$ cat config.mk
export PLATFORM = sky130hd
export DESIGN_NAME = asp_top
export DESIGN_NICKNAME = d
export VERILOG_FILES = /design/src/hw/asp_pkg.sv /design/src/hw/asp_dec_if.sv /design/src/hw/asp_top.sv /design/src/hw/asp_decoder.sv
export SDC_FILE = /design/constraint.sdc
export NUM_CORES = 1
export LEC_CHECK = 0
export CORE_MARGIN = 10
export CORE_UTILIZATION = 45
export DETAILED_ROUTE_END_ITERATION = 8
export DONT_BUFFER_PORTS = 1
export SLEW_MARGIN = 20
export SYNTH_ARGS = -nofsm -noshare
export SYNTH_HDL_FRONTEND = slang
export SYNTH_SLANG_ARGS = --single-unit
export TNS_END_PERCENT = 30
$ cat constraint.sdc
create_clock -name MCLK -period 30.9 [get_ports MCLK]
set_clock_uncertainty 0.05 [all_clocks]
set_input_delay 6.18 -clock MCLK [delete_from_list [all_inputs] [get_ports MCLK]]
set_output_delay 6.18 -clock MCLK [all_outputs]
set_load 0.005 [all_outputs]
$ cat src/hw/asp_pkg.sv
package asp_pkg;
   // Register byte offsets
   localparam logic [7:0] OFS_START    = 8'h00;
   localparam logic [7:0] OFS_LENGTH   = 8'h04;
   localparam logic [7:0] OFS_FREQ     = 8'h08;
   localparam logic [7:0] OFS_FORMAT   = 8'h0C;
   localparam logic [7:0] OFS_LOOP     = 8'h10;
   localparam logic [7:0] OFS_PLAY     = 8'h14;
   localparam logic [7:0] OFS_VOLUME   = 8'h18;
   localparam logic [7:0] OFS_FETCHPTR = 8'h1C;
   localparam logic [7:0] OFS_SOUND    = 8'h20;
   localparam logic [7:0] OFS_NOTEFREQ = 8'h24;
   localparam logic [7:0] OFS_IRQ_STAT = 8'h28;
   localparam logic [7:0] OFS_IRQ_MASK = 8'h2C;
   // Format codes
   localparam logic [1:0] FMT_LINEAR = 2'h0;
   localparam logic [1:0] FMT_MULAW  = 2'h1;
   localparam logic [1:0] FMT_ADPCM  = 2'h2;
   // Interrupt status bit positions
   localparam int IRQ_DONE_BIT = 0;
   localparam int IRQ_WRAP_BIT = 1;
   localparam int IRQ_BITS     = 2;
   // Reset values
   localparam logic [15:0] RST_FREQ   = 16'h1F40;
   localparam logic [7:0]  RST_VOLUME = 8'hFF;
   localparam logic [15:0] RST_SOUND  = 16'h0000;
   // System clock rate, in hertz
   localparam logic [23:0] CLK_HZ = 24'h989680;
   // Note range of the pitch map
   localparam logic [7:0] NOTE_LO = 8'h15;
   localparam logic [7:0] NOTE_HI = 8'h6C;
   localparam logic [7:0] NOTE_OFS = 8'h03;
   localparam logic [3:0] TOP_OCT  = 4'h9;
   localparam logic [7:0] SEMIS    = 8'h0C;
endpackage

$ cat src/hw/asp_dec_if.sv
`timescale 1ns/1ps
interface asp_dec_if;
   logic [1:0]         fmt;      // Selected decoder
   logic [7:0]         code;     // Current sample byte
   logic               nib_hi;   // High nibble selected
   logic               step;     // Sample consumed
   logic               restart;  // Clear adaptive state
   logic signed [15:0] pcm;      // Decoded sample
   modport ctl (output fmt, code, nib_hi, step, restart, input pcm);
   modport dec (input fmt, code, nib_hi, step, restart, output pcm);
endinterface

$ cat src/hw/asp_top.sv
`timescale 1ns/1ps
// Functional notes
// - Fetching begins at start address.
// - Length counts bytes to consume.
// - Sample rate is frequency register in hertz.
// - Format selects linear, mu-law or adaptive.
// - Decode 8-bit linear, mu-law, 4-bit adaptive.
// - Adaptive: low nibble first, then high.
// - Loop zero plays once, one repeats.
// - Any play write with nonzero length starts playback.
// - Play reads one while playing.
// - Fetch pointer readable, tracks clip progress.
// - Notes 21..108 map equal-tempered, 69 is 440.
// - Note number from sound-select upper byte.
// - Audio leaves on one PWM pin.
// - Output mixes synthesizer and playback.
module asp_top #(
   parameter int AW = 20  // RAM address width
) (
   input  wire logic          MCLK,
   input  wire logic          RST_N,
   input  wire logic [7:0]    ADDR,
   input  wire logic [31:0]   WDATA,
   input  wire logic          WR,
   input  wire logic          RD,
   output logic      [31:0]   RDATA,
   output logic      [AW-1:0] MEM_ADDR,
   output logic               MEM_RD,
   input  wire logic [7:0]    MEM_RDATA,
   input  wire logic [7:0]    SYNTH_SAMPLE,
   output logic               AUDIO,
   output logic               IRQ
);
   import asp_pkg::*;

   // Refuse widths the 32-bit bus cannot carry
   if (AW < 8 || AW > 32) begin : g_bad_aw
      $error("AW must lie between 8 and 32");
   end

   // Deci-hertz pitch of the top octave, from A upward
   localparam logic [16:0] OCT_TAB [0:11] = '{
      17'd35200, 17'd37293, 17'd39511, 17'd41860, 17'd44349, 17'd46986,
      17'd49780, 17'd52740, 17'd55875, 17'd59199, 17'd62719, 17'd66448};

   // Playback sequencer states
   typedef enum logic [1:0] {
      ST_IDLE  = 2'b00,  // Nothing playing
      ST_FETCH = 2'b01,  // Read strobe out
      ST_WAIT  = 2'b10,  // Byte arrives
      ST_HOLD  = 2'b11   // Waiting for sample tick
   } asp_state_t;

   // Whole block state
   typedef struct packed {
      asp_state_t          st;       // Sequencer
      logic [AW-1:0]       start;    // Clip start address
      logic [AW-1:0]       length;   // Clip length, bytes
      logic [15:0]         freq;     // Sample rate, Hz
      logic [1:0]          fmt;      // Format code
      logic                loop;     // Repeat clip
      logic [7:0]          vol;      // Playback volume
      logic [15:0]         sound;    // Sound select
      logic [IRQ_BITS-1:0] irq_st;   // Sticky events
      logic [IRQ_BITS-1:0] irq_msk;  // Event enables
      logic [AW-1:0]       ptr;      // Next fetch address
      logic [AW-1:0]       remain;   // Bytes left
      logic [23:0]         acc;      // Rate accumulator
      logic [7:0]          code;     // Held byte
      logic                nib_hi;   // Second nibble due
      logic                last;     // Held byte ends clip
      logic                playing;  // Play status
      logic signed [15:0]  smp;      // Scaled playback
      logic [7:0]          pwm_cnt;  // PWM ramp
      logic [7:0]          pwm_lvl;  // PWM duty
      logic [31:0]         rdata;    // Read answer
   } asp_st_t;

   asp_st_t q, n;
   asp_dec_if dec ();

   logic                tick;      // One sample period elapsed
   logic [24:0]         acc_sum;   // Accumulator plus rate
   logic                wr_play;   // Trigger write
   logic [IRQ_BITS-1:0] ev;        // Events this cycle
   logic [IRQ_BITS-1:0] clr;       // Software clears
   logic [7:0]          note;      // Clamped note number
   logic [7:0]          tnote;     // Note shifted to octave base
   logic [3:0]          oct;       // Octave of note
   logic [3:0]          semi;      // Semitone within octave
   logic [16:0]         note_freq; // Pitch, tenths of Hz
   logic signed [24:0]  prod;      // Sample times volume
   logic signed [16:0]  mix;       // Summed sources
   logic signed [15:0]  mix_sat;   // Saturated mix

   asp_decoder u_dec (
      .MCLK  (MCLK),
      .RST_N (RST_N),
      .d     (dec.dec)
   );

   // Pitch map from the sound-select high byte
   always_comb begin
      note = q.sound[15:8];
      if (note < NOTE_LO) note = NOTE_LO;
      if (note > NOTE_HI) note = NOTE_HI;
      tnote = note + NOTE_OFS;                           // A falls on octave start
      oct   = 4'(tnote / SEMIS);
      semi  = 4'(tnote % SEMIS);
      note_freq = OCT_TAB[semi] >> (TOP_OCT - oct);     // 69 gives 4400
   end

   // Decoder hookup
   assign dec.fmt     = q.fmt;
   assign dec.code    = q.code;
   assign dec.nib_hi  = q.nib_hi;
   assign dec.step    = (q.st == ST_HOLD) && tick;
   assign dec.restart = wr_play;

   // Mixing of playback and synthesizer
   always_comb begin
      prod = dec.pcm * $signed({1'b0, q.vol});          // 0 mutes
      mix  = 17'(q.smp) + 17'($signed({SYNTH_SAMPLE, 8'h00}));
      if (mix > 17'sd32767) begin
         mix_sat = 16'sh7FFF;
      end else if (mix < -17'sd32768) begin
         mix_sat = 16'sh8000;
      end else begin
         mix_sat = mix[15:0];
      end
   end

   assign wr_play = WR && ADDR == OFS_PLAY;              // Data ignored
   assign acc_sum = {1'b0, q.acc} + {9'h000, q.freq};

   // Next-state logic
   always_comb begin
      n    = q;
      ev   = '0;
      clr  = '0;
      tick = 1'b0;
      // Sample-rate divider, exact on average
      if (q.playing) begin
         if (acc_sum >= {1'b0, CLK_HZ}) begin
            n.acc = 24'(acc_sum - {1'b0, CLK_HZ});
            tick  = 1'b1;
         end else begin
            n.acc = acc_sum[23:0];
         end
      end else begin
         n.acc = '0;
      end
      // Register writes
      if (WR) begin
         case (ADDR)
            OFS_START:    n.start   = WDATA[AW-1:0];
            OFS_LENGTH:   n.length  = WDATA[AW-1:0];
            OFS_FREQ:     n.freq    = WDATA[15:0];
            OFS_FORMAT:   n.fmt     = WDATA[1:0];
            OFS_LOOP:     n.loop    = WDATA[0];
            OFS_VOLUME:   n.vol     = WDATA[7:0];
            OFS_SOUND:    n.sound   = WDATA[15:0];
            OFS_IRQ_STAT: clr       = WDATA[IRQ_BITS-1:0];
            OFS_IRQ_MASK: n.irq_msk = WDATA[IRQ_BITS-1:0];
            default:      n.irq_msk = q.irq_msk;       // Others ignored
         endcase
      end
      // Register reads, answer in the next cycle only
      n.rdata = '0;
      if (RD) begin
         case (ADDR)
            OFS_START:    n.rdata = 32'(q.start);
            OFS_LENGTH:   n.rdata = 32'(q.length);
            OFS_FREQ:     n.rdata = {16'h0000, q.freq};
            OFS_FORMAT:   n.rdata = {30'h0, q.fmt};
            OFS_LOOP:     n.rdata = {31'h0, q.loop};
            OFS_PLAY:     n.rdata = {31'h0, q.playing};
            OFS_VOLUME:   n.rdata = {24'h0, q.vol};
            OFS_FETCHPTR: n.rdata = 32'(q.ptr);
            OFS_SOUND:    n.rdata = {16'h0000, q.sound};
            OFS_NOTEFREQ: n.rdata = {15'h0, note_freq};
            OFS_IRQ_STAT: n.rdata = 32'(q.irq_st);
            OFS_IRQ_MASK: n.rdata = 32'(q.irq_msk);
            default:      n.rdata = '0;                      // Unmapped reads zero
         endcase
      end
      // Playback sequencer
      case (q.st)
         ST_IDLE: begin
            n.smp = '0;
         end
         ST_FETCH: begin
            n.st = ST_WAIT;                                  // Strobe is out now
         end
         ST_WAIT: begin
            n.code   = MEM_RDATA;
            n.nib_hi = 1'b0;
            n.st     = ST_HOLD;
            n.last   = 1'b0;
            if (q.remain == AW'(1)) begin                    // Byte count spent
               if (q.loop) begin
                  n.ptr    = q.start;                        // Wrap, fetch goes on
                  n.remain = q.length;
                  ev[IRQ_WRAP_BIT] = 1'b1;
               end else begin
                  n.ptr    = q.ptr + AW'(1);
                  n.remain = '0;
                  n.last   = 1'b1;                           // Play once
               end
            end else begin
               n.ptr    = q.ptr + AW'(1);
               n.remain = q.remain - AW'(1);
            end
         end
         ST_HOLD: begin
            if (tick) begin
               n.smp = prod[23:8];
               if (q.fmt == FMT_ADPCM && !q.nib_hi) begin
                  n.nib_hi = 1'b1;                           // Then high nibble
               end else if (q.last) begin
                  n.st      = ST_IDLE;
                  n.playing = 1'b0;
                  ev[IRQ_DONE_BIT] = 1'b1;
               end else begin
                  n.st = ST_FETCH;   // Prefetch fits well inside one period
               end
            end
         end
         default: n.st = ST_IDLE;
      endcase
      // Trigger overrides whatever is going on
      if (wr_play) begin
         n.ptr    = q.start;
         n.remain = q.length;
         n.acc    = '0;
         n.nib_hi = 1'b0;
         n.last   = 1'b0;
         ev[IRQ_DONE_BIT] = 1'b0;
         if (q.length == '0) begin
            n.st      = ST_IDLE;                             // Empty clip ends at once
            n.playing = 1'b0;
            ev[IRQ_DONE_BIT] = 1'b1;
         end else begin
            n.st      = ST_FETCH;
            n.playing = 1'b1;
         end
      end
      // Sticky events, a new event beats a clear
      n.irq_st = (q.irq_st & ~clr) | ev;
      // PWM duty latched at ramp start to avoid glitches
      n.pwm_cnt = q.pwm_cnt + 8'h01;
      if (q.pwm_cnt == 8'hFF) n.pwm_lvl = mix_sat[15:8] ^ 8'h80;
   end

   // State register
   always_ff @(posedge MCLK or negedge RST_N) begin
      if (!RST_N) begin
         q         <= '0;
         q.st      <= ST_IDLE;
         q.freq    <= RST_FREQ;
         q.vol     <= RST_VOLUME;
         q.sound   <= RST_SOUND;
         q.pwm_lvl <= 8'h80;
      end else begin
         q <= n;
      end
   end

   // Outputs
   assign RDATA    = q.rdata;
   assign MEM_ADDR = q.ptr;                // Fetch address from flops
   assign MEM_RD   = q.st == ST_FETCH;
   assign AUDIO    = q.pwm_cnt < q.pwm_lvl;  // Single PWM pin
   assign IRQ      = |(q.irq_st & q.irq_msk);
endmodule

$ cat src/hw/asp_decoder.sv
`timescale 1ns/1ps
module asp_decoder (
   input  wire logic MCLK,
   input  wire logic RST_N,
   asp_dec_if.dec    d
);
   import asp_pkg::*;

   // Step sizes of the adaptive coder
   localparam logic [14:0] STEP_TAB [0:88] = '{
      15'd7, 15'd8, 15'd9, 15'd10, 15'd11, 15'd12, 15'd13, 15'd14, 15'd16, 15'd17,
      15'd19, 15'd21, 15'd23, 15'd25, 15'd28, 15'd31, 15'd34, 15'd37, 15'd41, 15'd45,
      15'd50, 15'd55, 15'd60, 15'd66, 15'd73, 15'd80, 15'd88, 15'd97, 15'd107, 15'd118,
      15'd130, 15'd143, 15'd157, 15'd173, 15'd190, 15'd209, 15'd230, 15'd253, 15'd279,
      15'd307, 15'd337, 15'd371, 15'd408, 15'd449, 15'd494, 15'd544, 15'd598, 15'd658,
      15'd724, 15'd796, 15'd876, 15'd963, 15'd1060, 15'd1166, 15'd1282, 15'd1411,
      15'd1552, 15'd1707, 15'd1878, 15'd2066, 15'd2272, 15'd2499, 15'd2749, 15'd3024,
      15'd3327, 15'd3660, 15'd4026, 15'd4428, 15'd4871, 15'd5358, 15'd5894, 15'd6484,
      15'd7132, 15'd7845, 15'd8630, 15'd9493, 15'd10442, 15'd11487, 15'd12635,
      15'd13899, 15'd15289, 15'd16818, 15'd18500, 15'd20350, 15'd22385, 15'd24623,
      15'd27086, 15'd29794, 15'd32767};

   // Adaptive predictor state
   typedef struct packed {
      logic signed [15:0] pred;  // Last predicted value
      logic [6:0]         idx;   // Step table index
   } asp_dec_st_t;

   asp_dec_st_t q, n;
   logic [3:0]         nib;      // Active nibble
   logic [14:0]        stp;      // Current step
   logic [16:0]        dif;      // Magnitude of change
   logic signed [17:0] sum;      // Unclamped prediction
   logic signed [7:0]  ix;       // Unclamped index
   logic [7:0]         mu;       // Inverted mu-law byte
   logic [15:0]        mag;      // Mu-law magnitude

   // Decode all three formats, pick one
   always_comb begin
      n   = q;
      nib = d.nib_hi ? d.code[7:4] : d.code[3:0];  // Low nibble first
      stp = STEP_TAB[q.idx];
      dif = {5'h00, stp[14:3]};
      if (nib[0]) dif = dif + {4'h0, stp[14:2]};
      if (nib[1]) dif = dif + {3'h0, stp[14:1]};
      if (nib[2]) dif = dif + {2'h0, stp};
      sum = nib[3] ? 18'(q.pred) - $signed({1'b0, dif}) : 18'(q.pred) + $signed({1'b0, dif});
      if (sum > 18'sd32767) sum = 18'sd32767;            // Clamp high
      if (sum < -18'sd32768) sum = -18'sd32768;          // Clamp low
      ix = $signed({1'b0, q.idx}) + (nib[2] ? 8'(signed'({1'b0, nib[1:0]}) * 2 + 2)
                                          : -8'sd1);
      if (ix < 0) ix = 8'sd0;
      if (ix > 8'sd88) ix = 8'sd88;
      // Mu-law: segment and mantissa of the inverted byte
      mu  = ~d.code;
      mag = ((({8'h00, 1'b0, mu[3:0], 3'h0}) + 16'h0084) << mu[6:4]) - 16'h0084;
      case (d.fmt)
         FMT_LINEAR: d.pcm = {d.code, 8'h00};
         FMT_MULAW:  d.pcm = mu[7] ? -$signed(mag) : $signed(mag);
         FMT_ADPCM:  d.pcm = sum[15:0];
         default:    d.pcm = 16'sh0000;
      endcase
      if (d.step && d.fmt == FMT_ADPCM) begin
         n.pred = sum[15:0];
         n.idx  = ix[6:0];
      end
      if (d.restart) begin
         n.pred = '0;
         n.idx  = '0;
      end
   end

   // Predictor register
   always_ff @(posedge MCLK or negedge RST_N) begin
      if (!RST_N) begin
         q <= '0;
      end else begin
         q <= n;
      end
   end
endmodule

==> results of run 1 <==
[kinds of logic (layout without fill, tap and decap cells)]
family	after synthesis	in the layout	synth area share, %
XOR/XNOR	132	132	4.58
buffers and inverters	416	292	7.07
multiplexers	150	150	6.49
AND/OR/NAND/NOR	1013	1013	19.2
adder cells (fa/ha/maj)	284	284	17.0
AO/OA/AOI/OAI	888	888	23.0
other	1	13	0.0147
flip-flops	231	231	22.7
[cells in the mapped netlist (all sizes together), types with 65 or more instances]
cell type,count
fa,106
nand2b,65
buf,85
o21ai,223
ha,171
nand2,305
nand3,66
xnor2,71
dfrtp,216
inv,211
nor2,249
clkbuf,116
a21oi,211
mux2,104
[power by group]
group	total, mW	switching [mW]	internal [mW]
registers	0.335	0.0223	0.313
logic	0.370	0.230	0.140
clock network	0.325	0.136	0.189
[through the flow]
step	std cells	instance area, sq um	hold slack [ns]
2_1_floorplan	3126	25600	0.385
4_1_cts	3758	26600	0.421
5_1_grt	3759	26600	0.457
6_report	3759	26600	0.417
3_3_place_gp	3708	25700	0.405
3_5_place_dp	3708	25700	0.414
[worst paths after layout]
| path | to | slack [ns] | depth (start not counted) |
|---|---|---|---|
| worst min register to register | q[40] | 0.42 | 1 |
| min in group asynchronous | u_dec.q[0] | 5.30 | 0 |
| max in group asynchronous | q[147] | 24.90 | 0 |
| worst max register to register | q[62] | 13.95 | 67 |
| worst max-delay path | q[62] | 13.95 | 67 |
| worst min-delay path | q[40] | 0.42 | 1 |
[routing by layer]
layer	GRT usage [%]	vias to the layer above	share of wire, %
li1	-	10800	-
met5	0	-	0.015
met4	6.21	2	3.0
met1	29.7	11100	44
met3	3.74	135	6.4
met2	36.1	715	46
[flip-flops by register name (all words and copies together) (netlist names)]
| register | cells |
|---|---|
| dec.nib_hi | 1 |
| dec.fmt | 2 |
| u_dec.q | 23 |
| MEM_ADDR | 20 |
| RDATA | 20 |
| dec.code | 8 |
| q | 157 |
[critical path, delay by kind of cell (launching register included)]
kind / cells / cell delay [ns]
compound gates: 26 / 6.17
fa+ha+maj: 11 / 4.30
simple gates: 19 / 3.38
xor+xnor: 6 / 1.49
flops: 1 / 0.78
buf+inv: 4 / 0.40
mux: 1 / 0.24
[layout make-up]
class | instances | area, sq um | share of cell area (%)
Multi-Input combinational cell | 2479 | 18000 | 67.5
Sequential cell | 231 | 5800 | 21.8
Tap cell | 756 | 946 | 3.55
Inverter | 215 | 807 | 3.03
Clock buffer | 40 | 764 | 2.87
Timing Repair Buffer | 27 | 203 | 0.761
Clock inverter | 10 | 121 | 0.456
Antenna cell | 1 | 2.50 | 0.00940
==> out/results.ini, run 1 <==
[outcome]
status = complete, no violations

[route]
dr.first_iter.drc_count = 1842
final_antenna_net_count = 0
routed_wl_mm = 75.8
dr_total_vias = 22800
drc_errors = 0
via_per_inst = 6.06
dr.pass1.iters = 5
wl_per_cell_microns = 20.2

[critical_path]
worstSetupEndpointType = flip-flop
cp_max_fo = 20
path_common_cell = a21oi_1
startpoint = u_dec.q[0]
startpoint_type = flip-flop
crit_type = reg2reg
slowest_stage = dfrtp_1
worstPathRequired_ns = 31.29
worstPathArrival_ns = 17.34
max_stage_delay_ns = 0.78
r2r-start = u_dec.q[0]

[timing]
fin_crit_sh_pct = 54.9
slew_viol_final = 0
setup_viol = 0
worst_slew_pin_slew_ns = 1.11
rsz0062_at_grt = false
finalHoldViolCount = 0
period_minus_slack_ns = 16.95
setup_slack_ns = 13.95
fin_setup_tns_ns = 0
fmax_ghz = 0.0590
maxSlewHeadroom_pct = 25.8

[clock_tree]
htreeDepth = 1
clk_path_buf_depth = 3
ctsResizeCount = 0
cts_setup_buffers = 0
cts_sinks = 231
cts_root_buf = clkbuf_16
cts_buffers = 27
clock_latency_ns = 0.59
ctsHoldBuffers = 0
clk_pin_slew_ns = 0.06
tritoncts = done

[place]
dp_hpwl_mm = 57.4
io_buffer_count = 0
place_congestion = 0.914
place_ws_ns = 13.94

[synth]
synth_area_sq_um = 25500
netlist_instances = 3115
yosysWarnings = 0
ys.flop_type = dfrtp_1
ys_ff_latch = 231
synth_edf_count = 0
ys_types = 104
yosys.area.top_type = dfrtp_1
synth_top_cells_by_area = dfrtp_1 (21%), ha_1 (8.4%), fa_1 (8.3%), mux2_2 (4.6%), nand2_1 (4.5%)
syn_area_per_cell_sq_um = 8.19
synthArstFlopShare_pct = 100
synth_top_cell_area_share_pct = 21.2
ys_seq_area_share_pct = 22.7

[global_route]
gr-total-overflow = 0
grt_pass1_wl_mm = 122
grt_max_degree = 232
track_usage_pct = 22.1
antenna_found_initial = 3
first_global_vias = 21900

[final_layout]
fin_nets = 3318
mostFrequentLayoutCell = nand2_1
finalCoreUtilization_pct = 47.3
layout-drive-gt1-share_pct = 8.33
mostFrequentLayoutCells = nand2_1 (305), nor2_1 (247), dfrtp_1 (216)
synthToLayoutAreaGrowth_pct = 4.35
nFillCells = 5538

[floorplan]
initial_core_util_pct = 45.3
core_sq_um = 56300
fp-row-count = 87
die_area_sq_um = 66600
io_pins = 115
die_h_microns = 258
die-width_microns = 258

[worst_hold_path]
hp-class = reg2reg
hold_start = q[40]

[power_and_ir_drop]
power_mw = 1.03
p_per_area_nw_per_um2 = 38.7
p_leak_nw = 12.0
ir_worst_vdd_v = 0.0000447

[job]
cap_viol_max_count = 0

Note: power is estimated with default switching activity, not from simulation.
==> inputs of run 2 (changes only) <==
clock period = 16.3 ns   (was 30.9 ns; I/O delays follow)
==> out/results.ini, run 2 (synthesized netlist as in run 1, its figures left out) <==
[outcome]
status = complete, no violations

[critical_path]
reg2reg_to = q[62]
worstPathRequired_ns = 16.68
slowest_stage = fa_1
worstPathArrival_ns = 15.49
max_stage_delay_ns = 0.54
path_common_cell = ha_1
crit_type = reg2reg
worstSetupEndpointType = flip-flop
cp_max_fo = 9
reg2regPathDepth = 61
r2r-start = u_dec.q[1]
reg2reg_slack_ns = 1.19
startpoint_type = flip-flop

[route]
routed_wl_mm = 78.0
drc_errors = 0
dr_total_vias = 23100
final_antenna_net_count = 0
wl_per_cell_microns = 20.6
dr.first_iter.drc_count = 1993
via_per_inst = 6.10
dr.pass1.iters = 6

[floorplan]
die_h_microns = 258
initial_core_util_pct = 45.3
io_pins = 115
core_sq_um = 56300
die-width_microns = 258
fp-row-count = 87
die_area_sq_um = 66600

[timing]
fin_crit_sh_pct = 92.7
finalHoldViolCount = 0
fin_setup_tns_ns = 0
worst_slew_pin_slew_ns = 1.08
fmax_ghz = 0.0662
rsz0062_at_grt = false
period_minus_slack_ns = 15.11
slew_viol_final = 0
maxSlewHeadroom_pct = 27.9
setup_viol = 0

[power_and_ir_drop]
switchingPower_mw = 0.756
p_clk_share_pct = 32.1
combPwrFrac_pct = 36.1
p_per_area_nw_per_um2 = 74.1
p_leak_nw = 12.2
ir_worst_vdd_v = 0.0000733
p_int_mw = 1.24
p_sw_share_pct = 37.9
pwr-share-seq_pct = 31.8

[clock_tree]
cts_root_buf = clkbuf_16
clk_pin_slew_ns = 0.06
clock_latency_ns = 0.60
clk_path_buf_depth = 3
cts_buffers = 28
tritoncts = done
cts_sinks = 231
htreeDepth = 1

[worst_hold_path]
hold_path_end = q[40]
min_path_cells = 1
hold_start = q[40]
hp-class = reg2reg

[global_route]
grt.busiest_layer = met2
use_met1_pct = 30.2
grt_pass1_wl_mm = 126
use_met3_pct = 3.58
antenna_found_initial = 4
grt_util_met2_pct = 37.5
grt_max_degree = 232
gr-total-overflow = 0
track_usage_pct = 22.9
first_global_vias = 22800

[final_layout]
reg_top3 = q x157, u_dec.q x23
nFillCells = 5523
mostFrequentLayoutCell = nand2_1
largest_register_ffs = 157
mostFrequentLayoutCells = nand2_1 (304), nor2_1 (248), dfrtp_1 (216)
layout-drive-gt1-share_pct = 9.53
synthToLayoutAreaGrowth_pct = 5.64
fin_nets = 3349
top_register = q
multiInputGateArea_sq_um = 18000
regArea_sq_um = 5800
finalCoreUtilization_pct = 47.9

[place]
io_buffer_count = 0
dp_hpwl_mm = 58.7
place_congestion = 0.949

[job]
cap_viol_max_count = 0

run 2: cell count changes in the layout (fill, tap and decap cells not counted), sizes merged:
cell,change
buf,+30
diode,+1
clkinvlp,+3
clkbuf,+1
inv,-2
run 2: how the worst max path moves through the flow:
stage,from,to,cells after the start
2_1_floorplan,u_dec.q[4],q[62],68
3_3_place_gp,u_dec.q[1],q[62],67
3_5_place_dp,u_dec.q[1],q[62],67
4_1_cts,u_dec.q[1],q[62],67
5_1_grt,u_dec.q[1],q[62],66
6_report,u_dec.q[1],q[62],61
run 2: timing repair:
| item | CTS | global route |
|---|---|---|
| setup endpoints to repair | 0 | 8 |
| gates resized for setup | 0 | 7 |
| buffers inserted | 0 | 0 |
| hold buffers | 0 | 0 |
run 2: layer usage:
| metal | share of wire [%] | up-vias | routed length, microns |
|---|---|---|---|
| met1 | 44 | 11300 | 34000 |
| met3 | 6.4 | 154 | 4970 |
| li1 | - | 10800 | - |
| met5 | 0.026 | - | 20 |
| met2 | 47 | 791 | 36300 |
| met4 | 3.5 | 2 | 2730 |
run 2: area by class of cell:
| class | instances | area share [%] |
|---|---|---|
| Sequential cell | 231 | 21.5 |
| Multi-Input combinational cell | 2479 | 66.8 |
| Antenna cell | 2 | 0.0186 |
| Clock inverter | 11 | 0.538 |
| Clock buffer | 41 | 2.97 |
| Timing Repair Buffer | 57 | 1.63 |
| Inverter | 215 | 3.01 |
| Tap cell | 756 | 3.51 |
run 2: power groups by stage:
| stage | clock network, mW | logic [mW] | registers, mW |
|---|---|---|---|
| finish | 0.641 | 0.721 | 0.635 |
| global route | 0.678 | 0.798 | 0.638 |
| CTS | 0.654 | 0.707 | 0.633 |
| detailed placement | 0 | 0.702 | 0.644 |
| global placement | 0 | 0.692 | 0.643 |
| floorplan | 0 | 0.556 | 0.616 |
run 2: worst max-delay path: cells and delay by family (launching register included):
kind,cells,cell delay (ns)
fa+ha+maj,10,4.15
flops,1,0.38
buf+inv,5,0.77
compound gates,23,5.22
simple gates,15,2.56
mux,2,0.76
xor+xnor,6,1.11
run 2: metrics by stage:
stage	std cells	hold slack (ns)	power (mW)	area (sq um)	setup slack (ns)
4_1_cts	3790	0.427	1.99	26900	0.956
6_report	3792	0.428	2.00	27000	1.19
5_1_grt	3792	0.453	2.11	27000	0.0321
2_1_floorplan	3126	0.385	1.17	25600	2.53
3_5_place_dp	3738	0.420	1.35	26000	0.992
3_3_place_gp	3738	0.406	1.33	26000	1.10
==> inputs of run 3 (changes only) <==
ABC_AREA = 1   (was not set)
==> out/results.ini, run 3 <==
[synth]
synth_top_cell_area_share_pct = 21.7
synth_edf_count = 0
ys_types = 64
yosys.area.top_type = dfrtp_1
synth_area_sq_um = 24900
ys_ff_latch = 231
synth_top_cells_by_area = dfrtp_1 (22%), nand2_1 (14%), ha_1 (8.6%), fa_1 (8.5%), inv_1 (8.0%)
netlist_instances = 3685
yosysWarnings = 0
ys_seq_area_share_pct = 23.3
synthArstFlopShare_pct = 100
yosys.cell_count.top_type = nand2_1
ys.flop_type = dfrtp_1
ys_top_cells_by_count = nand2_1 (950), inv_1 (533), nand3_1 (327)
syn_area_per_cell_sq_um = 6.76

[floorplan]
die-width_microns = 255
core_sq_um = 55000
fp-row-count = 86
die_area_sq_um = 65200
initial_core_util_pct = 45.3
io_pins = 115
die_h_microns = 255

[place]
dp_hpwl_mm = 56.3
placedCellCount = 4308
place_congestion = 0.942
place_ws_ns = 1.73
io_buffer_count = 0

[route]
wl_per_cell_microns = 16.8
routed_wl_mm = 73.1
final_antenna_net_count = 0
dr_total_vias = 23400
drc_errors = 0
dr.first_iter.drc_count = 2323
dr.pass1.iters = 6
via_per_inst = 5.37

[timing]
fin_crit_sh_pct = 90.9
period_minus_slack_ns = 14.82
finalHoldViolCount = 0
rsz0062_at_grt = false
setup_viol = 0
worst_slew_pin_slew_ns = 1.10
fin_setup_tns_ns = 0
slew_viol_final = 0
maxSlewHeadroom_pct = 26.4
setup_slack_ns = 1.48
fmax_ghz = 0.0675

[final_layout]
mostFrequentLayoutCells = nand2_1 (949), inv_1 (533), nand3_1 (327)
largest_register_ffs = 157
fin_nets = 3927
multiInputGateArea_sq_um = 16200
regArea_sq_um = 5800
layout-drive-gt1-share_pct = 5.18
top_register = q
nFillCells = 5680
synthToLayoutAreaGrowth_pct = 5.18
instances_no_fill = 4361
mostFrequentLayoutCell = nand2_1
reg_top3 = q x157, u_dec.q x23

[clock_tree]
htreeDepth = 1
clk_pin_slew_ns = 0.06
ctsResizeCount = 0
clock_latency_ns = 0.60
cts_buffers = 28
tritoncts = done
ctsHoldBuffers = 0
cts_setup_buffers = 0
cts_root_buf = clkbuf_16
cts_sinks = 231
clk_path_buf_depth = 3

[job]
cap_viol_max_count = 0

[power_and_ir_drop]
p_per_area_nw_per_um2 = 127
ir_worst_vdd_v = 0.0000953
power_mw = 3.33
p_leak_nw = 13.3

[global_route]
gr-total-overflow = 0
grt_pass1_wl_mm = 117
first_global_vias = 21600
antenna_found_initial = 3
grt_max_degree = 232
track_usage_pct = 21.7

[critical_path]
worstPathRequired_ns = 16.79
r2r-start = u_dec.q[1]
startpoint = u_dec.q[1]
startpoint_type = flip-flop
worstPathArrival_ns = 15.31
cp_max_fo = 13
setup.worst_path.end = q[61]
reg2reg_to = q[61]
reg2regPathDepth = 71
max_stage_delay_ns = 0.90
reg2reg_slack_ns = 1.48
worstSetupEndpointType = flip-flop
slowest_stage = a221oi_1
crit_type = reg2reg

[worst_hold_path]
hold_start = q[222]
hp-class = reg2reg

[outcome]
status = complete, no violations

[run 3: area by class of cell]
type / count / area share (%)
Timing Repair Buffer: 20 / 0.573
Sequential cell: 231 / 22.1
Antenna cell: 1 / 0.00955
Multi-Input combinational cell: 2756 / 61.8
Tap cell: 748 / 3.57
Clock buffer: 31 / 2.83
Clock inverter: 21 / 1.16
Inverter: 553 / 7.92
[run 3: worst max-delay path: cells and delay by family, from the launching register on]
family                     cells  cell delay, ns
AOI/OAI and AO/OA             14            3.04
buffers and inverters         12            1.45
and+or+nand+nor               31            4.48
DFF                            1            0.71
adders and majority gates     11            4.47
xor gates and xnor gates       3            0.54
[run 3: report_power, final]
part	switching, mW	total (mW)	internal (mW)
Sequential	0.0987	0.732	0.633
Combinational	1.26	1.89	0.630
Clock	0.292	0.708	0.416
Total	1.65	3.33	1.68
[run 3: per-layer routing]
metal  track usage, %  up-vias  routed length (microns)
met3             3.97       77                     5080
met2             34.1      702                    32200
met5                0        -                       13
met1             30.7    10900                    34500
met4             3.78        2                     1230
li1                 -    11700                        -
[run 3: logic make-up after synthesis]
| logic type | share of synthesized area [%] |
|---|---|
| simple gates | 30.0 |
| buf+inv | 11.9 |
| compound gates | 14.3 |
| fa+ha+maj | 17.1 |
| flops | 23.3 |
| xor+xnor | 3.48 |
| other cells | 0.0150 |
[run 3: per-stage QoR]
step	utilization [%]	hold slack [ns]	cell area (sq um)
final	47.7	0.434	26200
after global routing	47.7	0.461	26200
after CTS	47.7	0.437	26200
after detailed placement	45.8	0.420	25200
after global placement	45.8	0.415	25200
after floorplan	-	0.398	25000
[run 3: worst min path at each step]
stage                  end  slack [ns]  cells after the start
2_1_floorplan        q[32]        0.40                      2
3_5_place_dp    u_dec.q[9]        0.42                      2
6_report            q[222]        0.43                      2
3_3_place_gp   u_dec.q[18]        0.42                      2
5_1_grt             q[210]        0.46                      2
4_1_cts         u_dec.q[9]        0.44                      2
